<file path="config.mk">
export PLATFORM = sky130hd
export DESIGN_NAME = acc_ctrl
export DESIGN_NICKNAME = d
export VERILOG_FILES = /design/src/design/acc_pkg.sv /design/src/design/acc_trig.sv /design/src/design/acc_ctrl.sv
export SDC_FILE = /design/constraint.sdc
export NUM_CORES = 1
export LEC_CHECK = 0
export ABC_AREA = 1
export BUFFER_PORTS_ARGS = -buffer_cell sky130_fd_sc_hd__buf_2
export CAP_MARGIN = 20
export CORE_ASPECT_RATIO = 0.7
export CORE_MARGIN = 2
export CORE_UTILIZATION = 54
export DETAILED_ROUTE_END_ITERATION = 7
export HOLD_SLACK_MARGIN = 0.15
export PLACE_DENSITY = 0.86
export SLEW_MARGIN = 15
export SYNTH_ARGS = -nofsm -noshare
export SYNTH_HDL_FRONTEND = slang
export SYNTH_SLANG_ARGS = --single-unit
</file>
<file path="constraint.sdc">
create_clock -name pclk -period 2.5 [get_ports pclk]
set_input_delay 0 -clock pclk [delete_from_list [all_inputs] [get_ports pclk]]
set_output_delay 0 -clock pclk [all_outputs]
set_load 0.01 [all_outputs]
</file>
<file path="src/design/acc_pkg.sv">
// Package with register map, field layout, reset values and timing for calibration control.
package acc_pkg;

  // Register indices; byte address is four times the index.
  localparam logic [9:0] IDX_RUN_ENABLE = 10'h061;
  localparam logic [9:0] IDX_CONFIG     = 10'h062;
  localparam logic [9:0] IDX_STATUS     = 10'h06A;
  localparam logic [9:0] IDX_PIN_CONFIG = 10'h06B;
  localparam logic [9:0] IDX_SOFT_TRIG  = 10'h06C;
  localparam logic [9:0] IDX_LOW_POWER  = 10'h06E;

  // Field positions in the calibration configuration register.
  localparam int CFG_FG_RUN_BIT    = 0;
  localparam int CFG_BG_EN_BIT     = 1;
  localparam int CFG_FG_OS_BIT     = 2;
  localparam int CFG_BG_OS_BIT     = 3;
  localparam int CFG_OS_FILT_BIT   = 4;
  // Field positions in status, pin configuration, trigger, low-power and run enable registers.
  localparam int STAT_FOREGROUND_COMPLETE_FLAG_BIT  = 0;
  localparam int STAT_HALTED_BIT   = 1;
  localparam int PIN_TRIG_SEL_BIT  = 0;
  localparam int PIN_STAT_SEL_LSB  = 1;
  localparam int SOFT_TRIG_BIT     = 0;
  localparam int LP_EN_BIT         = 0;
  localparam int SLEEP_UNTIL_TRIGGER_BIT       = 1;
  localparam int RUN_EN_BIT        = 0;

  // Reset values.
  localparam logic [7:0] RST_RUN_ENABLE = 8'h01;
  localparam logic [7:0] RST_CONFIG     = 8'h01;
  localparam logic [7:0] RST_PIN_CONFIG = 8'h00;
  localparam logic [7:0] RST_SOFT_TRIG  = 8'h01;
  localparam logic [7:0] RST_LOW_POWER  = 8'h88;

  // Status pin select codes.
  localparam logic [1:0] STAT_SEL_FOREGROUND_COMPLETE_FLAG = 2'h0;
  localparam logic [1:0] STAT_SEL_ALARM   = 2'h2;

  // Timing: clock period and the modelled calibration step durations.
  localparam int CLK_PERIOD_PS   = 25000;
  localparam int FG_TIME_NS      = 2000;
  localparam int BG_PHASE_NS     = 500;
  localparam int FG_CYCLES       = (FG_TIME_NS * 1000 + CLK_PERIOD_PS - 1) / CLK_PERIOD_PS;
  localparam int BG_PHASE_CYCLES = (BG_PHASE_NS * 1000 + CLK_PERIOD_PS - 1) / CLK_PERIOD_PS;

  // Calibration configuration fields.
  typedef struct packed {
    logic [2:0] spare;
    logic       offset_filter_enable;
    logic       background_offset_cal_enable;
    logic       foreground_offset_cal_enable;
    logic       background_cal_enable;
    logic       foreground_cal_run;
  } acc_cfg_t;

  // Sequencer states.
  typedef enum logic [2:0] {
    ACC_HOLD,
    ACC_CLEAR,
    ACC_FG,
    ACC_BG,
    ACC_HALT,
    ACC_IDLE
  } acc_state_t;

endpackage

</file>
<file path="src/design/acc_trig.sv">
// Calibration trigger source: pin synchroniser and software/pin multiplexer.
`timescale 1ns/10ps
module acc_trig (
  input  wire logic pclk,
  input  wire logic presetn,
  input  wire logic pce,
  input  wire logic trigger_input_pin,
  input  wire logic software_trigger_bit,
  input  wire logic trigger_source_select,
  output logic      cal_trigger
);

  logic pin_meta;
  logic pin_sync;

  // pin synchroniser
  // Two flops; only the second stage is looked at by the mux.
  always_ff @(posedge pclk or negedge presetn) begin
    if (!presetn) begin
      pin_meta <= 1'b1;
      pin_sync <= 1'b1;
    end else if (pce) begin
      pin_meta <= trigger_input_pin;
      pin_sync <= pin_meta;
    end
  end

  // trigger source mux
  // The unselected source is ignored entirely; the result is registered.
  always_ff @(posedge pclk or negedge presetn) begin
    if (!presetn) begin
      cal_trigger <= 1'b1;
    end else if (pce) begin
      cal_trigger <= trigger_source_select ? pin_sync : software_trigger_bit;
    end
  end

endmodule

</file>
<file path="src/design/acc_ctrl.sv">
// Calibration control and status block with an APB register slave.
// Summary of operation
// - Config bit 4 high enables offset filtering during calibration.
// - Bit 3 enables background offset calibration, only with background enabled.
// - Bit 2 enables foreground offset calibration, only with foreground run set.
// - Bit 1 enables background calibration; cleared by default.
// - Start resets calibration values, then runs foreground if bit 0 set.
// - Halted status bit 1 sets when background stops, clears on resume.
// - With background off, halted sets after foreground completes or is skipped.
// - Foreground-complete status bit 0 sets when foreground finishes; read only.
// - Status pin select: 0 done flag, 2 alarm, 3 low, 1 reserved.
// - Source select 0 uses software bit, 1 uses the synchronised pin.
// - Software trigger bit behaves as the pin; resets to 1.
// - Run enable set runs calibration; cleared holds calibration in reset.
// - Sleep-until-trigger mode wakes the core when the trigger goes low.
`timescale 1ns/10ps
module acc_ctrl #(
  parameter int FG_CYCLES       = acc_pkg::FG_CYCLES,
  parameter int BG_PHASE_CYCLES = acc_pkg::BG_PHASE_CYCLES
) (
  input  wire logic        pclk,
  input  wire logic        presetn,
  input  wire logic        pce,
  input  wire logic        psel,
  input  wire logic        penable,
  input  wire logic        pwrite,
  input  wire logic [11:0] paddr,
  input  wire logic [31:0] pwdata,
  output logic      [31:0] prdata,
  output logic             pready,
  output logic             pslverr,
  input  wire logic        trigger_input_pin,
  input  wire logic        alarm_flag,
  output logic             status_output_pin,
  output logic             core_wake,
  output logic             cal_values_reset,
  output logic             fg_cal_active,
  output logic             bg_cal_active,
  output logic             fg_offset_active,
  output logic             bg_offset_active,
  output logic             offset_filter_active
);

  localparam int CW = 16;

  // Counts must fit the phase counter and never be zero.
  if (FG_CYCLES < 1 || FG_CYCLES >= (1 << CW)) begin : g_chk_fg
    $error("FG_CYCLES out of range");
  end
  if (BG_PHASE_CYCLES < 1 || BG_PHASE_CYCLES >= (1 << CW)) begin : g_chk_bg
    $error("BG_PHASE_CYCLES out of range");
  end

  localparam logic [CW-1:0] FG_LAST = CW'(FG_CYCLES - 1);
  localparam logic [CW-1:0] BG_LAST = CW'(BG_PHASE_CYCLES - 1);

  acc_pkg::acc_cfg_t   cfg;
  acc_pkg::acc_state_t state;
  acc_pkg::acc_state_t next_state;
  logic [7:0]          pin_config;
  logic [7:0]          soft_trig;
  logic [7:0]          low_power;
  logic                run_enable;
  logic                foreground_complete_flag;
  logic                bg_halted;
  logic [CW-1:0]       count;
  logic                cal_trigger;
  logic                access;
  logic                wr_take;
  logic [9:0]          index;
  logic                count_end;

  // True when the index selects an implemented register.
  function automatic logic is_mapped(input logic [9:0] idx);
    return idx == acc_pkg::IDX_RUN_ENABLE || idx == acc_pkg::IDX_CONFIG ||
           idx == acc_pkg::IDX_STATUS     || idx == acc_pkg::IDX_PIN_CONFIG ||
           idx == acc_pkg::IDX_SOFT_TRIG  || idx == acc_pkg::IDX_LOW_POWER;
  endfunction

  // Read value of the register at an index; unmapped indices read zero, and run enable and status pad unused bits with zero.
  function automatic logic [7:0] read_value(input logic [9:0] idx);
    logic [7:0] v;
    v = 8'h00;
    unique case (idx)
      acc_pkg::IDX_RUN_ENABLE: v[acc_pkg::RUN_EN_BIT] = run_enable;
      acc_pkg::IDX_CONFIG:     v = cfg;
      acc_pkg::IDX_STATUS: begin
        v[acc_pkg::STAT_FOREGROUND_COMPLETE_FLAG_BIT] = foreground_complete_flag;
        v[acc_pkg::STAT_HALTED_BIT]  = bg_halted;
      end
      acc_pkg::IDX_PIN_CONFIG: v = pin_config;
      acc_pkg::IDX_SOFT_TRIG:  v = soft_trig;
      acc_pkg::IDX_LOW_POWER:  v = low_power;
      default:                 v = 8'h00;
    endcase
    return v;
  endfunction

  assign index     = paddr[11:2];
  assign access    = psel && penable;
  assign wr_take   = access && pready && pwrite && is_mapped(index) && paddr[1:0] == 2'h0;
  assign count_end = (state == acc_pkg::ACC_FG && count == FG_LAST) ||
                     (state == acc_pkg::ACC_BG && count == BG_LAST);

  // Trigger source selection lives in its own module.
  acc_trig u_trig (
    .pclk                  (pclk),
    .presetn               (presetn),
    .pce                   (pce),
    .trigger_input_pin     (trigger_input_pin),
    .software_trigger_bit  (soft_trig[acc_pkg::SOFT_TRIG_BIT]),
    .trigger_source_select (pin_config[acc_pkg::PIN_TRIG_SEL_BIT]),
    .cal_trigger           (cal_trigger)
  );

  // APB answer: pready rises one cycle into the access phase, so every
  // transfer takes setup plus two access cycles; data and error are set with it.
  always_ff @(posedge pclk or negedge presetn) begin
    if (!presetn) begin
      pready  <= 1'b0;
      prdata  <= 32'h0000_0000;
      pslverr <= 1'b0;
    end else if (pce) begin
      if (access && !pready) begin
        pready  <= 1'b1;
        pslverr <= !is_mapped(index) || paddr[1:0] != 2'h0;
        prdata  <= pwrite ? 32'h0000_0000 : {24'h00_0000, read_value(index)};
      end else begin
        pready  <= 1'b0;
        pslverr <= 1'b0;
      end
    end
  end

  // Writable registers; writes land only at the edge that completes the access.
  // The status register is read only and ignores writes.
  always_ff @(posedge pclk or negedge presetn) begin
    if (!presetn) begin
      run_enable <= acc_pkg::RST_RUN_ENABLE[acc_pkg::RUN_EN_BIT];
      cfg        <= acc_pkg::RST_CONFIG;
      pin_config <= acc_pkg::RST_PIN_CONFIG;
      soft_trig  <= acc_pkg::RST_SOFT_TRIG;
      low_power  <= acc_pkg::RST_LOW_POWER;
    end else if (pce && wr_take) begin
      unique case (index)
        acc_pkg::IDX_RUN_ENABLE: run_enable <= pwdata[acc_pkg::RUN_EN_BIT];
        // Configuration is taken at any time; the host keeps it still while running.
        acc_pkg::IDX_CONFIG:     cfg        <= pwdata[7:0];
        acc_pkg::IDX_PIN_CONFIG: pin_config <= pwdata[7:0];
        acc_pkg::IDX_SOFT_TRIG:  soft_trig  <= pwdata[7:0];
        acc_pkg::IDX_LOW_POWER:  low_power  <= pwdata[7:0];
        default: begin
        end
      endcase
    end
  end

  // Sequencer next state.
  always_comb begin
    next_state = state;
    unique case (state)
      acc_pkg::ACC_HOLD: begin
        if (run_enable) next_state = acc_pkg::ACC_CLEAR;
      end
      acc_pkg::ACC_CLEAR: begin
        if (cfg.foreground_cal_run) next_state = acc_pkg::ACC_FG;
        else if (cfg.background_cal_enable) next_state = acc_pkg::ACC_BG;
        else next_state = acc_pkg::ACC_IDLE;
      end
      acc_pkg::ACC_FG: begin
        if (count_end) begin
          next_state = cfg.background_cal_enable ? acc_pkg::ACC_BG : acc_pkg::ACC_IDLE;
        end
      end
      // halt at phase end
      // A low trigger is a stop request, honoured only at a phase boundary.
      acc_pkg::ACC_BG: begin
        if (count_end && !cal_trigger) next_state = acc_pkg::ACC_HALT;
      end
      acc_pkg::ACC_HALT: begin
        if (cal_trigger) next_state = acc_pkg::ACC_BG;
      end
      acc_pkg::ACC_IDLE: begin
        next_state = acc_pkg::ACC_IDLE;
      end
      default: next_state = acc_pkg::ACC_HOLD;
    endcase
    if (!run_enable) next_state = acc_pkg::ACC_HOLD;
  end

  // State register.
  always_ff @(posedge pclk or negedge presetn) begin
    if (!presetn) begin
      state <= acc_pkg::ACC_HOLD;
    end else if (pce) begin
      state <= next_state;
    end
  end

  // Step counter: restarts on every state change and at each phase end.
  always_ff @(posedge pclk or negedge presetn) begin
    if (!presetn) begin
      count <= '0;
    end else if (pce) begin
      if (next_state != state || count_end) count <= '0;
      else count <= count + CW'(1);
    end
  end

  // foreground complete flag
  // Cleared when a new run starts so a stale flag never survives a restart.
  always_ff @(posedge pclk or negedge presetn) begin
    if (!presetn) begin
      foreground_complete_flag <= 1'b0;
    end else if (pce) begin
      if (state == acc_pkg::ACC_FG && count_end) foreground_complete_flag <= 1'b1;
      else if (state == acc_pkg::ACC_CLEAR) foreground_complete_flag <= 1'b0;
    end
  end

  // halted on background stop or without background
  // Halted flag: set on a background stop or on a finished or skipped foreground
  // with background disabled; cleared when background resumes or a run restarts.
  always_ff @(posedge pclk or negedge presetn) begin
    if (!presetn) begin
      bg_halted <= 1'b0;
    end else if (pce) begin
      if (next_state == acc_pkg::ACC_HALT || next_state == acc_pkg::ACC_IDLE) begin
        bg_halted <= 1'b1;
      end else if (next_state == acc_pkg::ACC_BG || next_state == acc_pkg::ACC_CLEAR) begin
        bg_halted <= 1'b0;
      end
    end
  end

  // Engine controls, all registered so the outputs are glitch free.
  always_ff @(posedge pclk or negedge presetn) begin
    if (!presetn) begin
      cal_values_reset     <= 1'b1;
      fg_cal_active        <= 1'b0;
      bg_cal_active        <= 1'b0;
      fg_offset_active     <= 1'b0;
      bg_offset_active     <= 1'b0;
      offset_filter_active <= 1'b0;
    end else if (pce) begin
      cal_values_reset     <= next_state == acc_pkg::ACC_HOLD ||
                              next_state == acc_pkg::ACC_CLEAR;
      fg_cal_active        <= next_state == acc_pkg::ACC_FG;
      fg_offset_active     <= next_state == acc_pkg::ACC_FG &&
                              cfg.foreground_offset_cal_enable;
      bg_cal_active        <= next_state == acc_pkg::ACC_BG;
      bg_offset_active     <= next_state == acc_pkg::ACC_BG &&
                              cfg.background_offset_cal_enable;
      offset_filter_active <= (next_state == acc_pkg::ACC_FG ||
                               next_state == acc_pkg::ACC_BG) && cfg.offset_filter_enable;
    end
  end

  // status pin routing
  // The reserved code drives the pin low, the same as code 3.
  always_ff @(posedge pclk or negedge presetn) begin
    if (!presetn) begin
      status_output_pin <= 1'b0;
    end else if (pce) begin
      unique case (pin_config[acc_pkg::PIN_STAT_SEL_LSB +: 2])
        acc_pkg::STAT_SEL_FOREGROUND_COMPLETE_FLAG: status_output_pin <= foreground_complete_flag;
        acc_pkg::STAT_SEL_ALARM:   status_output_pin <= alarm_flag;
        default:                   status_output_pin <= 1'b0;
      endcase
    end
  end

  // wake on low trigger
  // Only meaningful with low-power enabled and trigger-controlled sleep chosen.
  always_ff @(posedge pclk or negedge presetn) begin
    if (!presetn) begin
      core_wake <= 1'b0;
    end else if (pce) begin
      core_wake <= low_power[acc_pkg::LP_EN_BIT] && low_power[acc_pkg::SLEEP_UNTIL_TRIGGER_BIT] &&
                   !cal_trigger;
    end
  end

  // Checks on the sequencer and status behaviour.
  // start clears then runs
  a_start_clears_first: assert property (@(posedge pclk) disable iff (!presetn)
    (pce && state == acc_pkg::ACC_HOLD && run_enable) |=> state == acc_pkg::ACC_CLEAR)
    else $error("run start did not pass through clear");

  a_fg_after_clear: assert property (@(posedge pclk) disable iff (!presetn)
    (pce && state == acc_pkg::ACC_CLEAR && run_enable && cfg.foreground_cal_run)
    |=> state == acc_pkg::ACC_FG)
    else $error("foreground did not start after clear");

  a_foreground_complete_flag_sets: assert property (@(posedge pclk) disable iff (!presetn)
    (pce && state == acc_pkg::ACC_FG && count_end) |=> foreground_complete_flag)
    else $error("foreground complete flag not set");

  a_halt_no_bg: assert property (@(posedge pclk) disable iff (!presetn)
    (pce && run_enable && state == acc_pkg::ACC_FG && count_end && !cfg.background_cal_enable)
    |=> bg_halted && state == acc_pkg::ACC_IDLE)
    else $error("halted flag missing after foreground without background");

  a_resume_clears: assert property (@(posedge pclk) disable iff (!presetn)
    (pce && state == acc_pkg::ACC_HALT && next_state == acc_pkg::ACC_BG)
    |=> !bg_halted && bg_cal_active)
    else $error("halted flag stayed set after resume");

  a_hold_disabled: assert property (@(posedge pclk) disable iff (!presetn)
    (pce && !run_enable) |=> state == acc_pkg::ACC_HOLD && !fg_cal_active && !bg_cal_active)
    else $error("calibration ran while run enable cleared");

  a_fg_offset_gate: assert property (@(posedge pclk) disable iff (!presetn)
    fg_offset_active |-> fg_cal_active && cfg.foreground_cal_run)
    else $error("foreground offset active without foreground");

  a_bg_offset_gate: assert property (@(posedge pclk) disable iff (!presetn)
    bg_offset_active |-> bg_cal_active && cfg.background_cal_enable)
    else $error("background offset active without background");

  a_pin_low_code: assert property (@(posedge pclk) disable iff (!presetn)
    (pce && pin_config[2:1] == 2'h3) |=> !status_output_pin)
    else $error("status pin not low for code three");

  a_wake_on_low: assert property (@(posedge pclk) disable iff (!presetn)
    (pce && low_power[1:0] == 2'h3 && !cal_trigger) |=> core_wake)
    else $error("core not woken by low trigger");

  a_halt_sets_flag: assert property (@(posedge pclk) disable iff (!presetn)
    (pce && run_enable && state == acc_pkg::ACC_BG && count_end && !cal_trigger)
    |=> bg_halted && state == acc_pkg::ACC_HALT)
    else $error("halted flag missing after background stop");

  a_pin_shows_done: assert property (@(posedge pclk) disable iff (!presetn)
    (pce && pin_config[acc_pkg::PIN_STAT_SEL_LSB +: 2] == acc_pkg::STAT_SEL_FOREGROUND_COMPLETE_FLAG)
    |=> status_output_pin == $past(foreground_complete_flag))
    else $error("status pin does not follow foreground complete flag");

endmodule

</file>
# Yosys cells after proc, flatten, opt, wreduce, memory -nomap -nowiden

Cells that the tools add are included.

Add/subtract/negate cells: 1
Equality and inequality tests: 20
Muxes and demuxes: 20
Reductions and logical operators: 46

Operators by type and width:

| operator                                                         | count |
|---|---|
| 10-bit by 7-bit == test with 1-bit output, second input constant | 6 |
| 6-bit one-hot mux with 4 select lines                            | 1 |
| 3-bit two-way mux                                                | 6 |
| 3-bit one-hot mux with 6 select lines                            | 1 |
| 16-bit by 1-bit adder with 16-bit output, second input constant  | 1 |
| 16-bit by 5-bit == test with 1-bit output, second input constant | 1 |
| 16-bit by 7-bit == test with 1-bit output, second input constant | 1 |
| 1-bit logical AND                                                | 16 |
| 16-bit two-way mux                                               | 1 |
| 2-bit AND reduction                                              | 8 |
| 3-bit by 2-bit == test with 1-bit output, second input constant  | 4 |
| 3-bit == test, second input constant                             | 4 |
| 1-bit logical OR                                                 | 12 |
| 8-bit two-way mux                                                | 1 |
| 1-bit two-way mux                                                | 7 |
| 3-bit by 1-bit == test with 1-bit output, second input constant  | 2 |
| 3-bit zero test                                                  | 2 |
| 1-bit one-hot mux with 6 select lines                            | 1 |
| 2-bit nonzero test                                               | 3 |
| 1-bit one-hot mux with 5 select lines                            | 1 |
| 2-bit zero test                                                  | 2 |
| 1-bit zero test                                                  | 3 |
| 3-bit != test                                                    | 1 |
| 2-bit == test, second input constant                             | 1 |
| 1-bit one-hot mux with 2 select lines                            | 1 |

Flip-flop bits (word level): 99
Input bits: 52
Output and inout bits: 42
Word-level logic and storage cells: 115

# Logic depth before layout (Yosys ltp)

Word-level depth: 11
Gate-level depth with buffers: 15
Gate-level depth less buffers: 14

# Cells and area by module

A second synthesis with hierarchy kept.

Cells, all modules: 523
Area total of the unflattened synthesis: 4,076.4 µm²

By module, submodules not included:

| module   | times used | cells each | area an instance (µm²) | sequential area each (µm²) |
|---|---|---|---|---|
| acc_ctrl | 1          | 506        | 3,942.5                | 1,809.2 |
| acc_trig | 1          | 17         | 133.9                  | 78.8 |

# Worst setup path after synthesis

OpenSTA, ideal clock, no wires.

Kind: flip-flop to flip-flop
Start point: register count[0]
End point: register count[10]
Setup time: 0.078 ns
Data arrival time: 1.795 ns
Required time: 2.422 ns
Setup slack: 0.628 ns
Stages on the path, launching flop included: 16
Buffers on the path: 1
Period minus slack after synthesis: 1.872 ns
Cell sequence: dfrtp_1 ha_1 nand2_1 nor2_1 nand3_1 nand2_1 nand3_1 nand2_1 nand2_1 nand2_1 nand2_1 nand3_1 nor2_1 nand2_2 buf_2 a21oi_1

Longest elaborated chain between the ends: 10
Elaborated cells on any way between the ends: 14
Classes of those cells: add/sub: 1; eq/ne: 3; mux: 5; reduce/logical: 5

Ends and longest elaborated chain:

| what                                                                                                   | RTL line                         | RTL |
|---|---|---|
| from (decl)                                                                                            | acc_ctrl.sv:66                   | `logic [CW-1:0] count;` |
| from (signal assigned)                                                                                 | acc_ctrl.sv:206                  | `else count <= count + CW'(1);` |
| 16-bit by 7-bit == test with 1-bit output or 16-bit by 5-bit == test with 1-bit output (tied branches) | acc_ctrl.sv:102, acc_ctrl.sv:103 |  |
| 1-bit logical AND, on equally long branches                                                            | acc_ctrl.sv:102, acc_ctrl.sv:103 |  |
| 1-bit logical OR                                                                                       | acc_ctrl.sv:102                  | `assign count_end = (state == acc_pkg::ACC_FG && count == FG_LAST) \|\|` |
| 1-bit logical AND                                                                                      | acc_ctrl.sv:178                  | `if (count_end && !cal_trigger) next_state = acc_pkg::ACC_HALT;` |
| 3-bit two-way mux                                                                                      | acc_ctrl.sv:178                  |  |
| 3-bit one-hot mux with 6 select lines                                                                  | acc_ctrl.sv:161                  | `unique case (state)` |
| 3-bit two-way mux                                                                                      | acc_ctrl.sv:188                  | `if (!run_enable) next_state = acc_pkg::ACC_HOLD;` |
| 3-bit != test                                                                                          | acc_ctrl.sv:205                  | `if (next_state != state \|\| count_end) count <= '0;` |
| 1-bit logical OR                                                                                       | acc_ctrl.sv:205                  |  |
| 16-bit two-way mux (*)                                                                                 | acc_ctrl.sv:205                  |  |

Every way passes the cells marked *; elsewhere a longest branch is shown, timed or not.
A chain may end at the register's enable or synchronous reset.

# Final worst setup path

Start point: register state[2]
End point: register count[1]

Longest elaborated chain between the ends: 10
Elaborated cells on any way between the ends: 18
Classes of those cells: eq/ne: 6; mux: 6; reduce/logical: 6

Ends and longest elaborated chain:

| what                                                               | RTL line                                          | RTL |
|---|---|---|
| from (decl)                                                        | acc_ctrl.sv:58                                    | `acc_pkg::acc_state_t state;` |
| from (signal assigned)                                             | acc_ctrl.sv:194                                   | `state <= acc_pkg::ACC_HOLD;` |
| from (signal assigned)                                             | acc_ctrl.sv:196                                   | `state <= next_state;` |
| 3-bit by 2-bit == test with 1-bit output, on equally long branches | acc_ctrl.sv:102, acc_ctrl.sv:161, acc_ctrl.sv:103 |  |
| 1-bit logical AND, on equally long branches                        | acc_ctrl.sv:102, acc_ctrl.sv:103                  |  |
| 1-bit logical OR                                                   | acc_ctrl.sv:102                                   |  |
| 1-bit logical AND                                                  | acc_ctrl.sv:178                                   |  |
| 3-bit two-way mux                                                  | acc_ctrl.sv:178                                   |  |
| 3-bit one-hot mux with 6 select lines                              | acc_ctrl.sv:161                                   |  |
| 3-bit two-way mux                                                  | acc_ctrl.sv:188                                   |  |
| 3-bit != test                                                      | acc_ctrl.sv:205                                   |  |
| 1-bit logical OR (*)                                               | acc_ctrl.sv:205                                   |  |
| 16-bit two-way mux (*)                                             | acc_ctrl.sv:205                                   |  |

Marked as above.

==> summary.txt <==
status: finished clean
# clock sinks: 75
Synth-to-Final Area Change: 17.5%
WL/cell: 14.7 um
ys async rst share: 100%
kind of critical path: flip-flop to flip-flop
max incr delay on CP: 0.43 ns
Cell Chain, Critical Path: inv_2, nand2_1, nor2_1, nand3_1, nand2_1, nand4_1, nand3_1, nand2_1, nand2_1, nand2_1, nor2_1, nand2_2, o21ai_0
row count: 26
total gr overflow: 0
core box area: 0.00719 mm^2
Final Hold Viols: 0
Post-DP HPWL: 6.88 mm
largest net degree at the start of global routing: 41
FF-to-FF End: count[1]$_DFFE_PN0P_
DP Area: 0.00423 mm^2
synthesized flop and latch total: 75
cts repair resizes: 0
HP Class: input port to flip-flop
max-slew violation count: 0
Worst Hold End: low_power[7]$_DFFE_PN1P_
count leader, synth: nand2_1
share of cells above drive strength 1: 16.5%
reg-to-reg slack, setup: 0.26 ns
worst vdd ir: 360 uV
Worst-Margin Slew: 0.822 ns
Synth area leaders: dfrtp_1 42%, nand2_1 10%, o21ai_0 7.6%, dfstp_2 6.0%, inv_1 6.0%
Fin Setup TNS: 0 ns
Vias/cell: 5.42
CP endpoint kind: flip-flop
Pwr Density: 660 mW/mm^2
minimum clock period: 2.24 ns
Detailed Routing Iterations Pass 1: 5
root buffer cell: clkbuf_8
Antenna Nets Post-Route: 0
Skew-Pair Late Insertion Delay: 0.36 ns
CTS Buf Count: 9
top_reg_cell synth: dfrtp_1
gpl congestion: 0.858
Post-synth EDFFs: 0
WL final: 9.83 mm
hold path depth: 5
vias in the first global route: 3,355
area of all placed cells without fillers: 0.00464 mm^2
sequential area share after synthesis: 47.9%
Tcrit/Tclk final: 89.8%
Syn. warnings: 0
Initial DRC Count: 392
RSZ-0062 raised after global routing: no
Arr. time, crit path: 2.51 ns
diodes inserted: 0
Placed Instances: 635
synth cell count leaders: 108 x nand2_1, 66 x dfrtp_1, 63 x inv_1, 60 x o21ai_0, 34 x nor2_1
initial antenna violation count: 0
CTS H-tree lvls: 3
Syn Area/Cell: 7.98 um^2
Top cell by count, worst path: nand2_1
Clock Path Buffers: 2
maxcap violations: 0
CP max stage cell: dfrtp_1
clock slew at reported path FFs: 0.07 ns
Die Wd: 106 um
global-route wire length before repair: 16.0 mm
GRT Overall Usage: 26.1%
Die ar.: 0.00801 mm^2
Top Ports: 94
Initial Utilization: 54.9%
Clock Skews: 0.0139 ns
Final setup viols: 0
fill count: 597
total vias in the final route: 3,620
Port Buffer Count: 45
DRC Markers: 0
CP Data Required Time: 2.77 ns
synth unique cells: 37
Slew Limit Headroom: 45.2%
largest area contributor in the netlist: dfrtp_1
Cells after Synth: 494
Die Y: 75.5 um
reg2reg path depth: 13
Cell Count, Final, Fillers Out: 668
mapped cell area: 0.00394 mm^2
P_leak: 2.32 nW
fin nets: 618
Achievable Freq: 446 MHz
Synth top area share: 41.9%
R2R Path Start: state[2]$_DFFE_PN0P_
worst-path fanout max: 16
CTS tree: done
min-delay src: paddr[5]
CP Launch Type: flip-flop
==> cells in the final DEF, fill, tap and decap left out, drive strengths merged <==
cell / n
nand2: 110
nand3: 26
or2: 1
clkinvlp: 1
clkinv: 1
o211ai: 1
xor2: 7
a21oi: 18
inv: 66
a211oi: 1
dfstp: 9
nor3: 13
nand4: 10
o41ai: 1
o21ai: 67
dfrtp: 66
a41oi: 1
nor4: 1
dlygate4sd3: 17
buf: 55
nor3b: 1
a22o: 1
o221ai: 1
nor2: 39
xnor2: 2
o22ai: 14
clkbuf: 11
or4: 1
bufinv: 3
conb: 24
ha: 1
==> through the flow <==
step           utilization, %  worst slack (ns)  hold slack [ns]  power [mW]
2_1_floorplan               -             0.628           -0.296        1.77
3_3_place_gp             58.9             0.473            0.124        1.91
3_5_place_dp             58.9             0.320            0.148        1.94
4_1_cts                  64.5             0.299            0.159        3.07
5_1_grt                  64.5            0.0566            0.224        3.22
6_report                 64.5             0.256            0.172        3.06
==> worst max-delay path, delay by kind of cell (launching register included) <==
family	cells	cell delay [ns]
AO/OA/AOI/OAI	1	0.23
AND/OR/NAND/NOR	11	1.36
flip-flops	1	0.43
buffers and inverters	1	0.14
==> timing repair <==
item,4_1_cts,5_1_grt
hold endpoints to repair,75,0
setup buffers,0,0
hold buffers,17,0
==> layer usage <==
metal	up-vias	global-route usage, %	wire, um
li1	1706	-	-
met1	1684	35.2	4250
met2	207	41.1	4270
met3	23	7.87	1140
met4	0	9.06	175
met5	-	0	0
==> sequential cells by signal, summed over array words and instances, names as in the netlist, 3 cells and up <==
name,count
cfg,8
state,3
low_power,8
count,16
prdata,8
pin_config,8
soft_trig,8
==> kinds of logic (layout without fill, tap and decap cells) <==
family                     count (synthesis)  count (layout)  share of synthesized area (%)
and+or+nand+nor                          202             202                           23.2
AOI/OAI and AO/OA                        105             105                           14.3
buffers and inverters                    101             154                           12.2
other                                      1              24                         0.0951
xor gates and xnor gates                   9               9                           2.00
adders and majority gates                  1               1                          0.317
DFF                                       75              75                           47.9
==> area by class of cell <==
| cell class | instances | area [um^2] | share of cell area [%] |
|---|---|---|---|
| Sequential cell | 75 | 1890 | 40.7 |
| Clock inverter | 5 | 103 | 2.21 |
| Inverter | 66 | 248 | 5.34 |
| Multi-Input combinational cell | 341 | 1660 | 35.8 |
| Clock buffer | 11 | 131 | 2.83 |
| Tap cell | 98 | 123 | 2.65 |
| Timing Repair Buffer | 72 | 483 | 10.4 |
==> worst max path at each step <==
stage | startpoint | to | slack (ns)
2_1_floorplan | count[0]$_DFFE_PN0P_ | count[10]$_DFFE_PN0P_ | 0.63
3_3_place_gp | paddr[6] | cfg[1]$_DFFE_PN0P_ | 0.47
3_5_place_dp | count[0]$_DFFE_PN0P_ | count[1]$_DFFE_PN0P_ | 0.32
4_1_cts | count[0]$_DFFE_PN0P_ | count[1]$_DFFE_PN0P_ | 0.30
5_1_grt | count[0]$_DFFE_PN0P_ | count[1]$_DFFE_PN0P_ | 0.06
6_report | state[2]$_DFFE_PN0P_ | count[1]$_DFFE_PN0P_ | 0.26
==> power by group <==
group	switching, mW	internal (mW)
clock network	0.443	0.662
logic	0.405	0.183
registers	0.0676	1.30
total	0.916	2.14
No activity file was read; power rests on OpenSTA's default activity.
